[src/pkg/cessq_pkg.sv]
`default_nettype none
package cessq_pkg;

	// System clock rate.
	localparam int unsigned CLK_HZ = 25000000;
	// Temperature PWM rate and its period in cycles.
	localparam int unsigned PWM_HZ = 250000;
	localparam int unsigned PWM_PERIOD_CYC = CLK_HZ / PWM_HZ;
	// Start-up delays in their printed units.
	localparam int unsigned START_DELAY_MS = 10;
	localparam int unsigned READY_DELAY_MS = 2;
	localparam int unsigned TEMP_VALID_US = 100;
	localparam int unsigned FAULT_RESP_US = 10;
	// Start-up delays in clock cycles.
	localparam int unsigned START_DELAY_CYC = CLK_HZ / 1000 * START_DELAY_MS;
	localparam int unsigned READY_DELAY_CYC = CLK_HZ / 1000 * READY_DELAY_MS;
	localparam int unsigned TEMP_VALID_CYC = CLK_HZ / 1000000 * TEMP_VALID_US;
	localparam int unsigned FAULT_RESP_CYC = CLK_HZ / 1000000 * FAULT_RESP_US;
	// Temperature code to duty: duty = (100 + T) / 330, clamped in percent-hundredths.
	localparam int unsigned TEMP_OFFSET_C = 100;
	localparam int unsigned TEMP_SPAN_C = 330;
	localparam int unsigned DUTY_MIN_CHUNDREDTHS = 1818;
	localparam int unsigned DUTY_MAX_CHUNDREDTHS = 6818;
	// Clamp limits expressed in cycles of the PWM period.
	localparam int unsigned DUTY_MIN_CYC = (PWM_PERIOD_CYC * DUTY_MIN_CHUNDREDTHS + 9999) / 10000;
	localparam int unsigned DUTY_MAX_CYC = (PWM_PERIOD_CYC * DUTY_MAX_CHUNDREDTHS) / 10000;

	// Sequencer states.
	typedef enum logic [2:0] {
		CESSQ_OFF,
		CESSQ_QUAL,
		CESSQ_START,
		CESSQ_SOFT,
		CESSQ_READY,
		CESSQ_FAULT
	} cessq_state_type;

endpackage
`default_nettype wire

[src/logic/cessq_pwm.sv]
`timescale 1ns/1ns
`default_nettype none
// Temperature PWM generator: idles high, encodes the duty while enabled.
module cessq_pwm
	import cessq_pkg::*;
#(
	parameter int unsigned PERIOD_CYC = PWM_PERIOD_CYC
)(
	// Clock and reset.
	input  wire logic        sys_clk_in,
	input  wire logic        srst_in,
	// Control.
	input  wire logic        run_in,
	input  wire logic signed [8:0] temp_c_in,
	// Pin level.
	output logic             pwm_out
);

	// Converts a temperature to a clamped high time in cycles.
	function automatic logic [7:0] duty_cyc(input logic signed [8:0] t);
		int signed d;
		d = ((int'(t) + int'(TEMP_OFFSET_C)) * int'(PERIOD_CYC)) / int'(TEMP_SPAN_C);
		if (d < int'(DUTY_MIN_CYC)) begin
			d = int'(DUTY_MIN_CYC);
		end
		if (d > int'(DUTY_MAX_CYC)) begin
			d = int'(DUTY_MAX_CYC);
		end
		return d[7:0];
	endfunction

	logic [7:0] cnt_ff;   // Position within the period.
	logic [7:0] high_ff;  // High time latched at period start.

	// Period counter with the duty latched once per period.
	always_ff @(posedge sys_clk_in) begin
		if (srst_in || !run_in) begin
			cnt_ff  <= 8'h00;
			high_ff <= 8'h00;
		end else if (cnt_ff == 8'(PERIOD_CYC - 1)) begin
			cnt_ff  <= 8'h00;
			high_ff <= duty_cyc(temp_c_in);
		end else begin
			cnt_ff <= cnt_ff + 8'h01;
		end
	end

	// Pin stays high while idle, like the pull-up, else follows the duty.
	always_ff @(posedge sys_clk_in) begin
		if (srst_in || !run_in) begin
			pwm_out <= 1'b1;
		end else begin
			pwm_out <= (high_ff != 8'h00) ? (cnt_ff < high_ff) : 1'b1;
		end
	end

	// The duty latched while running stays inside the clamp window.
	a_duty_clamp: assert property (@(posedge sys_clk_in) disable iff (srst_in)
		(run_in && high_ff != 8'h00) |-> (high_ff >= 8'(DUTY_MIN_CYC) && high_ff <= 8'(DUTY_MAX_CYC)))
		else $error("duty outside clamp");

endmodule
`default_nettype wire

[src/logic/cessq_top.sv]
`timescale 1ns/1ns
`default_nettype none
module cessq_top
	import cessq_pkg::*;
#(
	parameter int unsigned START_CYC = START_DELAY_CYC,
	parameter int unsigned READY_CYC = READY_DELAY_CYC,
	parameter int unsigned QUAL_CYC  = 16,
	parameter int unsigned TM_CYC    = TEMP_VALID_CYC
)(
	// Clock and reset.
	input  wire logic              sys_clk_in,
	input  wire logic              srst_in,
	// Enable pin: driven level and its drive flag.
	input  wire logic              enable_in,
	input  wire logic              enable_driven_in,
	// Supply and protection status.
	input  wire logic              pri_uv_ok_in,
	input  wire logic              ocp_in,
	input  wire logic              scp_in,
	input  wire logic              other_fault_in,
	// Internal temperature in Celsius.
	input  wire logic signed [8:0] temp_c_in,
	// Power stage control.
	output logic                   bias_en_out,
	output logic                   powertrain_en_out,
	// Status pins.
	output logic                   aux_ready_fault_flag,
	output logic                   temp_pwm_out
);

	cessq_state_type state_ff;     // Sequencer state.
	cessq_state_type nxt_state;    // Next sequencer state.
	logic [31:0]     tmr_ff;       // Delay timer within a state.
	logic [31:0]     tm_tmr_ff;    // Time since powertrain became active.
	logic            tm_run_ff;    // Temperature PWM running.
	logic            en_eff;       // Effective enable after pull-up.
	logic            fault;        // Any protection fault.
	logic            tmr_done;     // Current state's delay elapsed.

	// An undriven enable pin reads high through the pull-up.
	assign en_eff = enable_driven_in ? enable_in : 1'b1;
	// Overcurrent and short circuit count among the faults.
	assign fault = ocp_in | scp_in | other_fault_in;

	// Picks the delay that ends the current state.
	always_comb begin
		tmr_done = 1'b0;
		unique case (state_ff)
			CESSQ_QUAL:  tmr_done = (tmr_ff >= QUAL_CYC - 1);
			CESSQ_START: tmr_done = (tmr_ff >= START_CYC - 1);
			CESSQ_SOFT:  tmr_done = (tmr_ff >= READY_CYC - 1);
			CESSQ_OFF, CESSQ_READY, CESSQ_FAULT: tmr_done = 1'b0;
		endcase
	end

	// Next-state logic for the start-up sequence.
	always_comb begin
		nxt_state = state_ff;
		if (!en_eff) begin
			nxt_state = CESSQ_OFF;
		end else begin
			unique case (state_ff)
				// Wait for supply recovery.
				CESSQ_OFF: begin
					if (pri_uv_ok_in) begin
						nxt_state = CESSQ_QUAL;
					end
				end
				// Both conditions must hold through the qualification delay.
				CESSQ_QUAL: begin
					if (!pri_uv_ok_in) begin
						nxt_state = CESSQ_OFF;
					end else if (tmr_done) begin
						nxt_state = CESSQ_START;
					end
				end
				// Start delay before the powertrain activates.
				CESSQ_START: begin
					if (!pri_uv_ok_in) begin
						nxt_state = CESSQ_OFF;
					end else if (tmr_done) begin
						nxt_state = CESSQ_SOFT;
					end
				end
				// Soft-start with powertrain on.
				CESSQ_SOFT: begin
					if (fault) begin
						nxt_state = CESSQ_FAULT;
					end else if (!pri_uv_ok_in) begin
						nxt_state = CESSQ_OFF;
					end else if (tmr_done) begin
						nxt_state = CESSQ_READY;
					end
				end
				// Full power.
				CESSQ_READY: begin
					if (fault) begin
						nxt_state = CESSQ_FAULT;
					end else if (!pri_uv_ok_in) begin
						nxt_state = CESSQ_OFF;
					end
				end
				// Latched fault, left only by toggling enable off.
				CESSQ_FAULT: begin
					nxt_state = CESSQ_FAULT;
				end
			endcase
		end
	end

	// State register.
	always_ff @(posedge sys_clk_in) begin
		if (srst_in) begin
			state_ff <= CESSQ_OFF;
		end else begin
			state_ff <= nxt_state;
		end
	end

	// Delay timer restarts on each state change.
	always_ff @(posedge sys_clk_in) begin
		if (srst_in || nxt_state != state_ff) begin
			tmr_ff <= 32'h0000_0000;
		end else if (!tmr_done) begin
			tmr_ff <= tmr_ff + 32'h0000_0001;
		end
	end

	// Bias follows enable; powertrain runs in soft-start and ready.
	always_ff @(posedge sys_clk_in) begin
		if (srst_in) begin
			bias_en_out       <= 1'b0;
			powertrain_en_out <= 1'b0;
		end else begin
			bias_en_out       <= en_eff;
			powertrain_en_out <= (nxt_state == CESSQ_SOFT) || (nxt_state == CESSQ_READY);
		end
	end

	// Ready flag high only after a completed soft-start and no fault.
	always_ff @(posedge sys_clk_in) begin
		if (srst_in) begin
			aux_ready_fault_flag <= 1'b0;
		end else begin
			aux_ready_fault_flag <= (nxt_state == CESSQ_READY) && !fault;
		end
	end

	// Temperature PWM starts a fixed time after powertrain activation.
	always_ff @(posedge sys_clk_in) begin
		if (srst_in || !powertrain_en_out) begin
			tm_tmr_ff <= 32'h0000_0000;
			tm_run_ff <= 1'b0;
		end else if (tm_tmr_ff >= TM_CYC - 1) begin
			tm_run_ff <= 1'b1;
		end else begin
			tm_tmr_ff <= tm_tmr_ff + 32'h0000_0001;
		end
	end

	// Temperature PWM generator.
	cessq_pwm u_pwm (
		.sys_clk_in (sys_clk_in),
		.srst_in    (srst_in),
		.run_in     (tm_run_ff),
		.temp_c_in  (temp_c_in),
		.pwm_out    (temp_pwm_out)
	);

	// A fault drops the flag on the very next edge.
	a_fault_flag_drop: assert property (@(posedge sys_clk_in) disable iff (srst_in)
		fault |=> !aux_ready_fault_flag)
		else $error("flag not low after fault");

	// Enable low shuts off bias and powertrain next edge.
	a_enable_low_off: assert property (@(posedge sys_clk_in) disable iff (srst_in)
		(enable_driven_in && !enable_in) |=> (!bias_en_out && !powertrain_en_out))
		else $error("bias or powertrain on while disabled");

	// Undriven enable acts as asserted.
	a_enable_pullup: assert property (@(posedge sys_clk_in) disable iff (srst_in)
		!enable_driven_in |=> bias_en_out)
		else $error("undriven enable not treated as high");

	// Flag rises only with the powertrain already on.
	a_flag_needs_power: assert property (@(posedge sys_clk_in) disable iff (srst_in)
		$rose(aux_ready_fault_flag) |-> ($past(powertrain_en_out) && powertrain_en_out))
		else $error("flag rose without powertrain");

	// Powertrain turns on only out of the start delay.
	a_power_from_start: assert property (@(posedge sys_clk_in) disable iff (srst_in)
		$rose(powertrain_en_out) |-> $past(state_ff) == CESSQ_START)
		else $error("powertrain started without delay");

	// Overcurrent or short stops the powertrain.
	a_ocp_stop: assert property (@(posedge sys_clk_in) disable iff (srst_in)
		(ocp_in || scp_in) |=> !powertrain_en_out)
		else $error("powertrain ran through protection");

	// Temperature PWM idles high while powertrain is off.
	a_tm_idle_high: assert property (@(posedge sys_clk_in) disable iff (srst_in)
		(!powertrain_en_out ##1 !powertrain_en_out) |=> temp_pwm_out)
		else $error("temperature pin low while idle");

endmodule
`default_nettype wire

[config.mk]
export PLATFORM = sky130hd
export DESIGN_NAME = cessq_top
export DESIGN_NICKNAME = d
export VERILOG_FILES = /design/src/pkg/cessq_pkg.sv /design/src/logic/cessq_pwm.sv /design/src/logic/cessq_top.sv
export SDC_FILE = /design/constraint.sdc
export NUM_CORES = 1
export LEC_CHECK = 0
export ABC_CLOCK_PERIOD_IN_PS = 29300
export BUFFER_PORTS_ARGS = -buffer_cell sky130_fd_sc_hd__buf_2
export CAP_MARGIN = 0
export CORE_AREA = 2 2 188 190
export CTS_CLUSTER_DIAMETER = 200
export DETAILED_ROUTE_END_ITERATION = 6
export DIE_AREA = 0 0 190 192
export PLACE_DENSITY = 0.68
export SYNTH_ARGS = -nofsm -noshare
export SYNTH_HDL_FRONTEND = slang
export SYNTH_SLANG_ARGS = --single-unit
[constraint.sdc]
create_clock -name sys_clk_in -period 29.3 [get_ports sys_clk_in]
set_input_delay 8.79 -clock sys_clk_in [delete_from_list [all_inputs] [get_ports sys_clk_in]]
set_output_delay 8.79 -clock sys_clk_in [all_outputs]
set_load 0.05 [all_outputs]
==> results.cfg <==
[clock_network]
clock-sinks = 88
clock_latency_ns = 0.34
htreeDepth = 3
clock-root-buffer = clkbuf_16
clockBufferDepth = 2
clkTransAtPathRegs_ns = 0.06
cts_hold_buffers = 0
cts_made_buffers = 9
cts_tree = built

[synth]
synth_largest_area_cell = dfxtp_1
async_reset_ff_share_pct = 0
synth_seq_cells = 88
synth-compound-area-share_pct = 37.4
synth_area_um2 = 16900
netlist_instances = 2329
synthXorXnorAreaFrac_pct = 10.9
synth_ff_type = dfxtp_1
netlist.area_leader.share_pct = 10.4
yosysSeqAreaShare_pct = 10.4
synth_top_family_by_area = compound AO/OA/AOI/OAI gates
ys_warn_count = 0
synthDistinctLibCells = 149
synth-edff-count = 0
synth_fa_ha_area_share_pct = 4.71
ys_top_cells_by_area = dfxtp_1 (10%), xnor2_1 (5.9%), nor2_1 (5.6%)
synthMuxAreaShare_pct = 2.88
synth_simple_gate_area_share_pct = 29.3
syn_nets = 2404
avgSynthCellArea_um2 = 7.28

[worst_setup_path]
crit_path_end_kind = register
worstPathMaxFanout = 10
cp_slowest_cell = or4_4
critical_path_class = in -> reg
start_kind = input pin
cp.arrival_ns = 29.25
reg2regPathDepth = 19
critPathMaxStageDelay_ns = 0.51
critPathMostFrequentCell = buf_4
required_ns = 29.58

[sta]
whs_ns = 0.454
maxSlewViolCount = 0
post-route-period-util_pct = 98.9
hold_violations = 0
finalSetupTns_ns = 0
period_minus_slack_ns = 28.97
relSlewSlack_pct = 29.0
worst_pin_slew_ns = 1.06
setup_viol = 0
fmax_ghz = 0.0345
skew_ns = 0.00491

[layout]
nFillCells = 2594
seqCellArea_um2 = 1760
multiInputGateArea_um2 = 16000
area.growth.synth_to_final_pct = 50.9
final_cell_area_um2 = 25600
fin_cells = 3576
antenna_cells = 0
layout.nets = 3191
drive_gt1_share_pct = 41.3

[floorplan]
fp.dieW_um = 190
die_y_um = 192
coreArea_um2 = 34300
io_pins = 21
die_area_um2 = 36500
start_util_pct = 49.4
rows = 68

[routing]
vias = 22200
wire_per_inst_um = 18.6
drt_pre_antenna_iters = 6
first_iter_violations = 1897
wirelength_um = 66600
drc = 0
vias_per_cell = 6.21
drtAntennaViolNets = 0

[run]
max_cap_violations = 0

[global_route]
grt.total_usage_pct = 33.2
grt_max_degree = 33
grt_pass1_vias = 20800
grt_antenna_before_repair = 0
grt_first_pass_wirelength_um = 102000
grt_overflow = 0

[place]
gp_congestion = 0.986
dpl_cell_area_um2 = 23100
hpwlAfterDp_um = 51700
dp.cells = 3494
portBuffers = 20

[run_status]
status = completed

[worst_hold_path]
min_path_type = reg -> reg
min_path_cells = 2
## routing by layer
metal | vias to the layer above | share of wire (%) | wire (um) | global-route usage [%]
li1 | 10500 | - | - | -
met1 | 10600 | 43 | 28700 | 43.0
met2 | 921 | 48 | 32100 | 59.4
met3 | 192 | 5.5 | 3690 | 2.23
met4 | 0 | 3.2 | 2110 | 9.24
met5 | - | 0 | 0 | 0
## worst max-delay path: cells and delay by family
family,cells,cell delay (ns)
AO/OA/AOI/OAI,39,9.09
XOR/XNOR,2,0.38
adder cells (fa/ha/maj),7,2.19
buffers and inverters,18,2.42
multiplexers,4,1.23
AND/OR/NAND/NOR,21,5.10
## through the flow
stage / setup slack (ns) / util [%]
finish: 0.329 / 74.6
CTS: 0.00513 / 69.0
global route: -0.431 / 74.6
floorplan: 0.0169 / -
detailed placement: -0.843 / 67.3
global placement: -0.229 / 67.3
## path summary, 6_finish.rpt
path | from | end | slack (ns)
max reg2reg | tmr_ff[0] | tmr_ff[18] | 24.74
min | tm_run_ff | tm_run_ff | 0.45
min reg2reg | tm_run_ff | tm_run_ff | 0.45
max | temp_c_in[3] | u_pwm.high_ff[1] | 0.33
## sequential cells by signal, summed over array words and instances (netlist names)
register / flops
tm_tmr_ff: 32
aux_ready_fault_flag: 1
tm_run_ff: 1
state_ff: 3
tmr_ff: 32
powertrain_en_out: 1
u_pwm.high_ff: 8
u_pwm.cnt_ff: 8
bias_en_out: 1
u_pwm.pwm_out: 1
## area by class of cell
cell class	instances	area share [%]
clock inverters	3	0.0587
flip-flops and latches	88	6.89
clock buffers	13	1.06
repair buffers	878	26.2
inverters	60	0.881
well taps	455	2.23
multi-input cells	2079	62.7
## placed cells by master (no fill, tap or decap), types with 26 or more instances in the layout
cell,synthesis,routed
nand3_1,94,90
inv_1,58,56
a21oi_1,131,109
a31oi_1,44,34
nor4_1,37,29
nor2_1,251,240
ha_1,51,40
xor2_1,66,62
mux2i_1,33,26
xnor2_1,115,104
nand2_1,213,205
a21oi_2,13,27
dfxtp_1,88,88
and2_1,68,62
nand4_1,35,35
a211oi_1,55,39
o211ai_1,53,53
buf_4,11,837
a21o_1,30,30
nor3_1,69,60
o21ai_0,86,78
## synthesized netlist by cell type, drive strengths merged, types with 60 or more instances
cell type,instances
a211oi,65
a21oi,145
and2,71
dfxtp,88
inv,60
nand2,217
nand3,98
nor2,259
nor3,74
o21ai,124
xnor2,128
xor2,68
## logic make-up after synthesis
family                     Yosys count
AOI/OAI and AO/OA                  813
xor gates and xnor gates           196
adders and majority gates           60
buffers and inverters              162
DFF                                 88
muxes                               46
and+or+nand+nor                    964
## repair_timing
| item | 4_1_cts | 5_1_grt |
|---|---|---|
| resized for setup | 42 | 262 |
| pin swaps | 13 | 112 |
| buffers inserted | 7 | 58 |
| gates cloned | 0 | 1 |
| setup endpoints to repair | 8 | 8 |
Power is left out: the tool's default activity adds up to more than one toggle a clock period on the data nets, which glitch-free logic cannot reach.
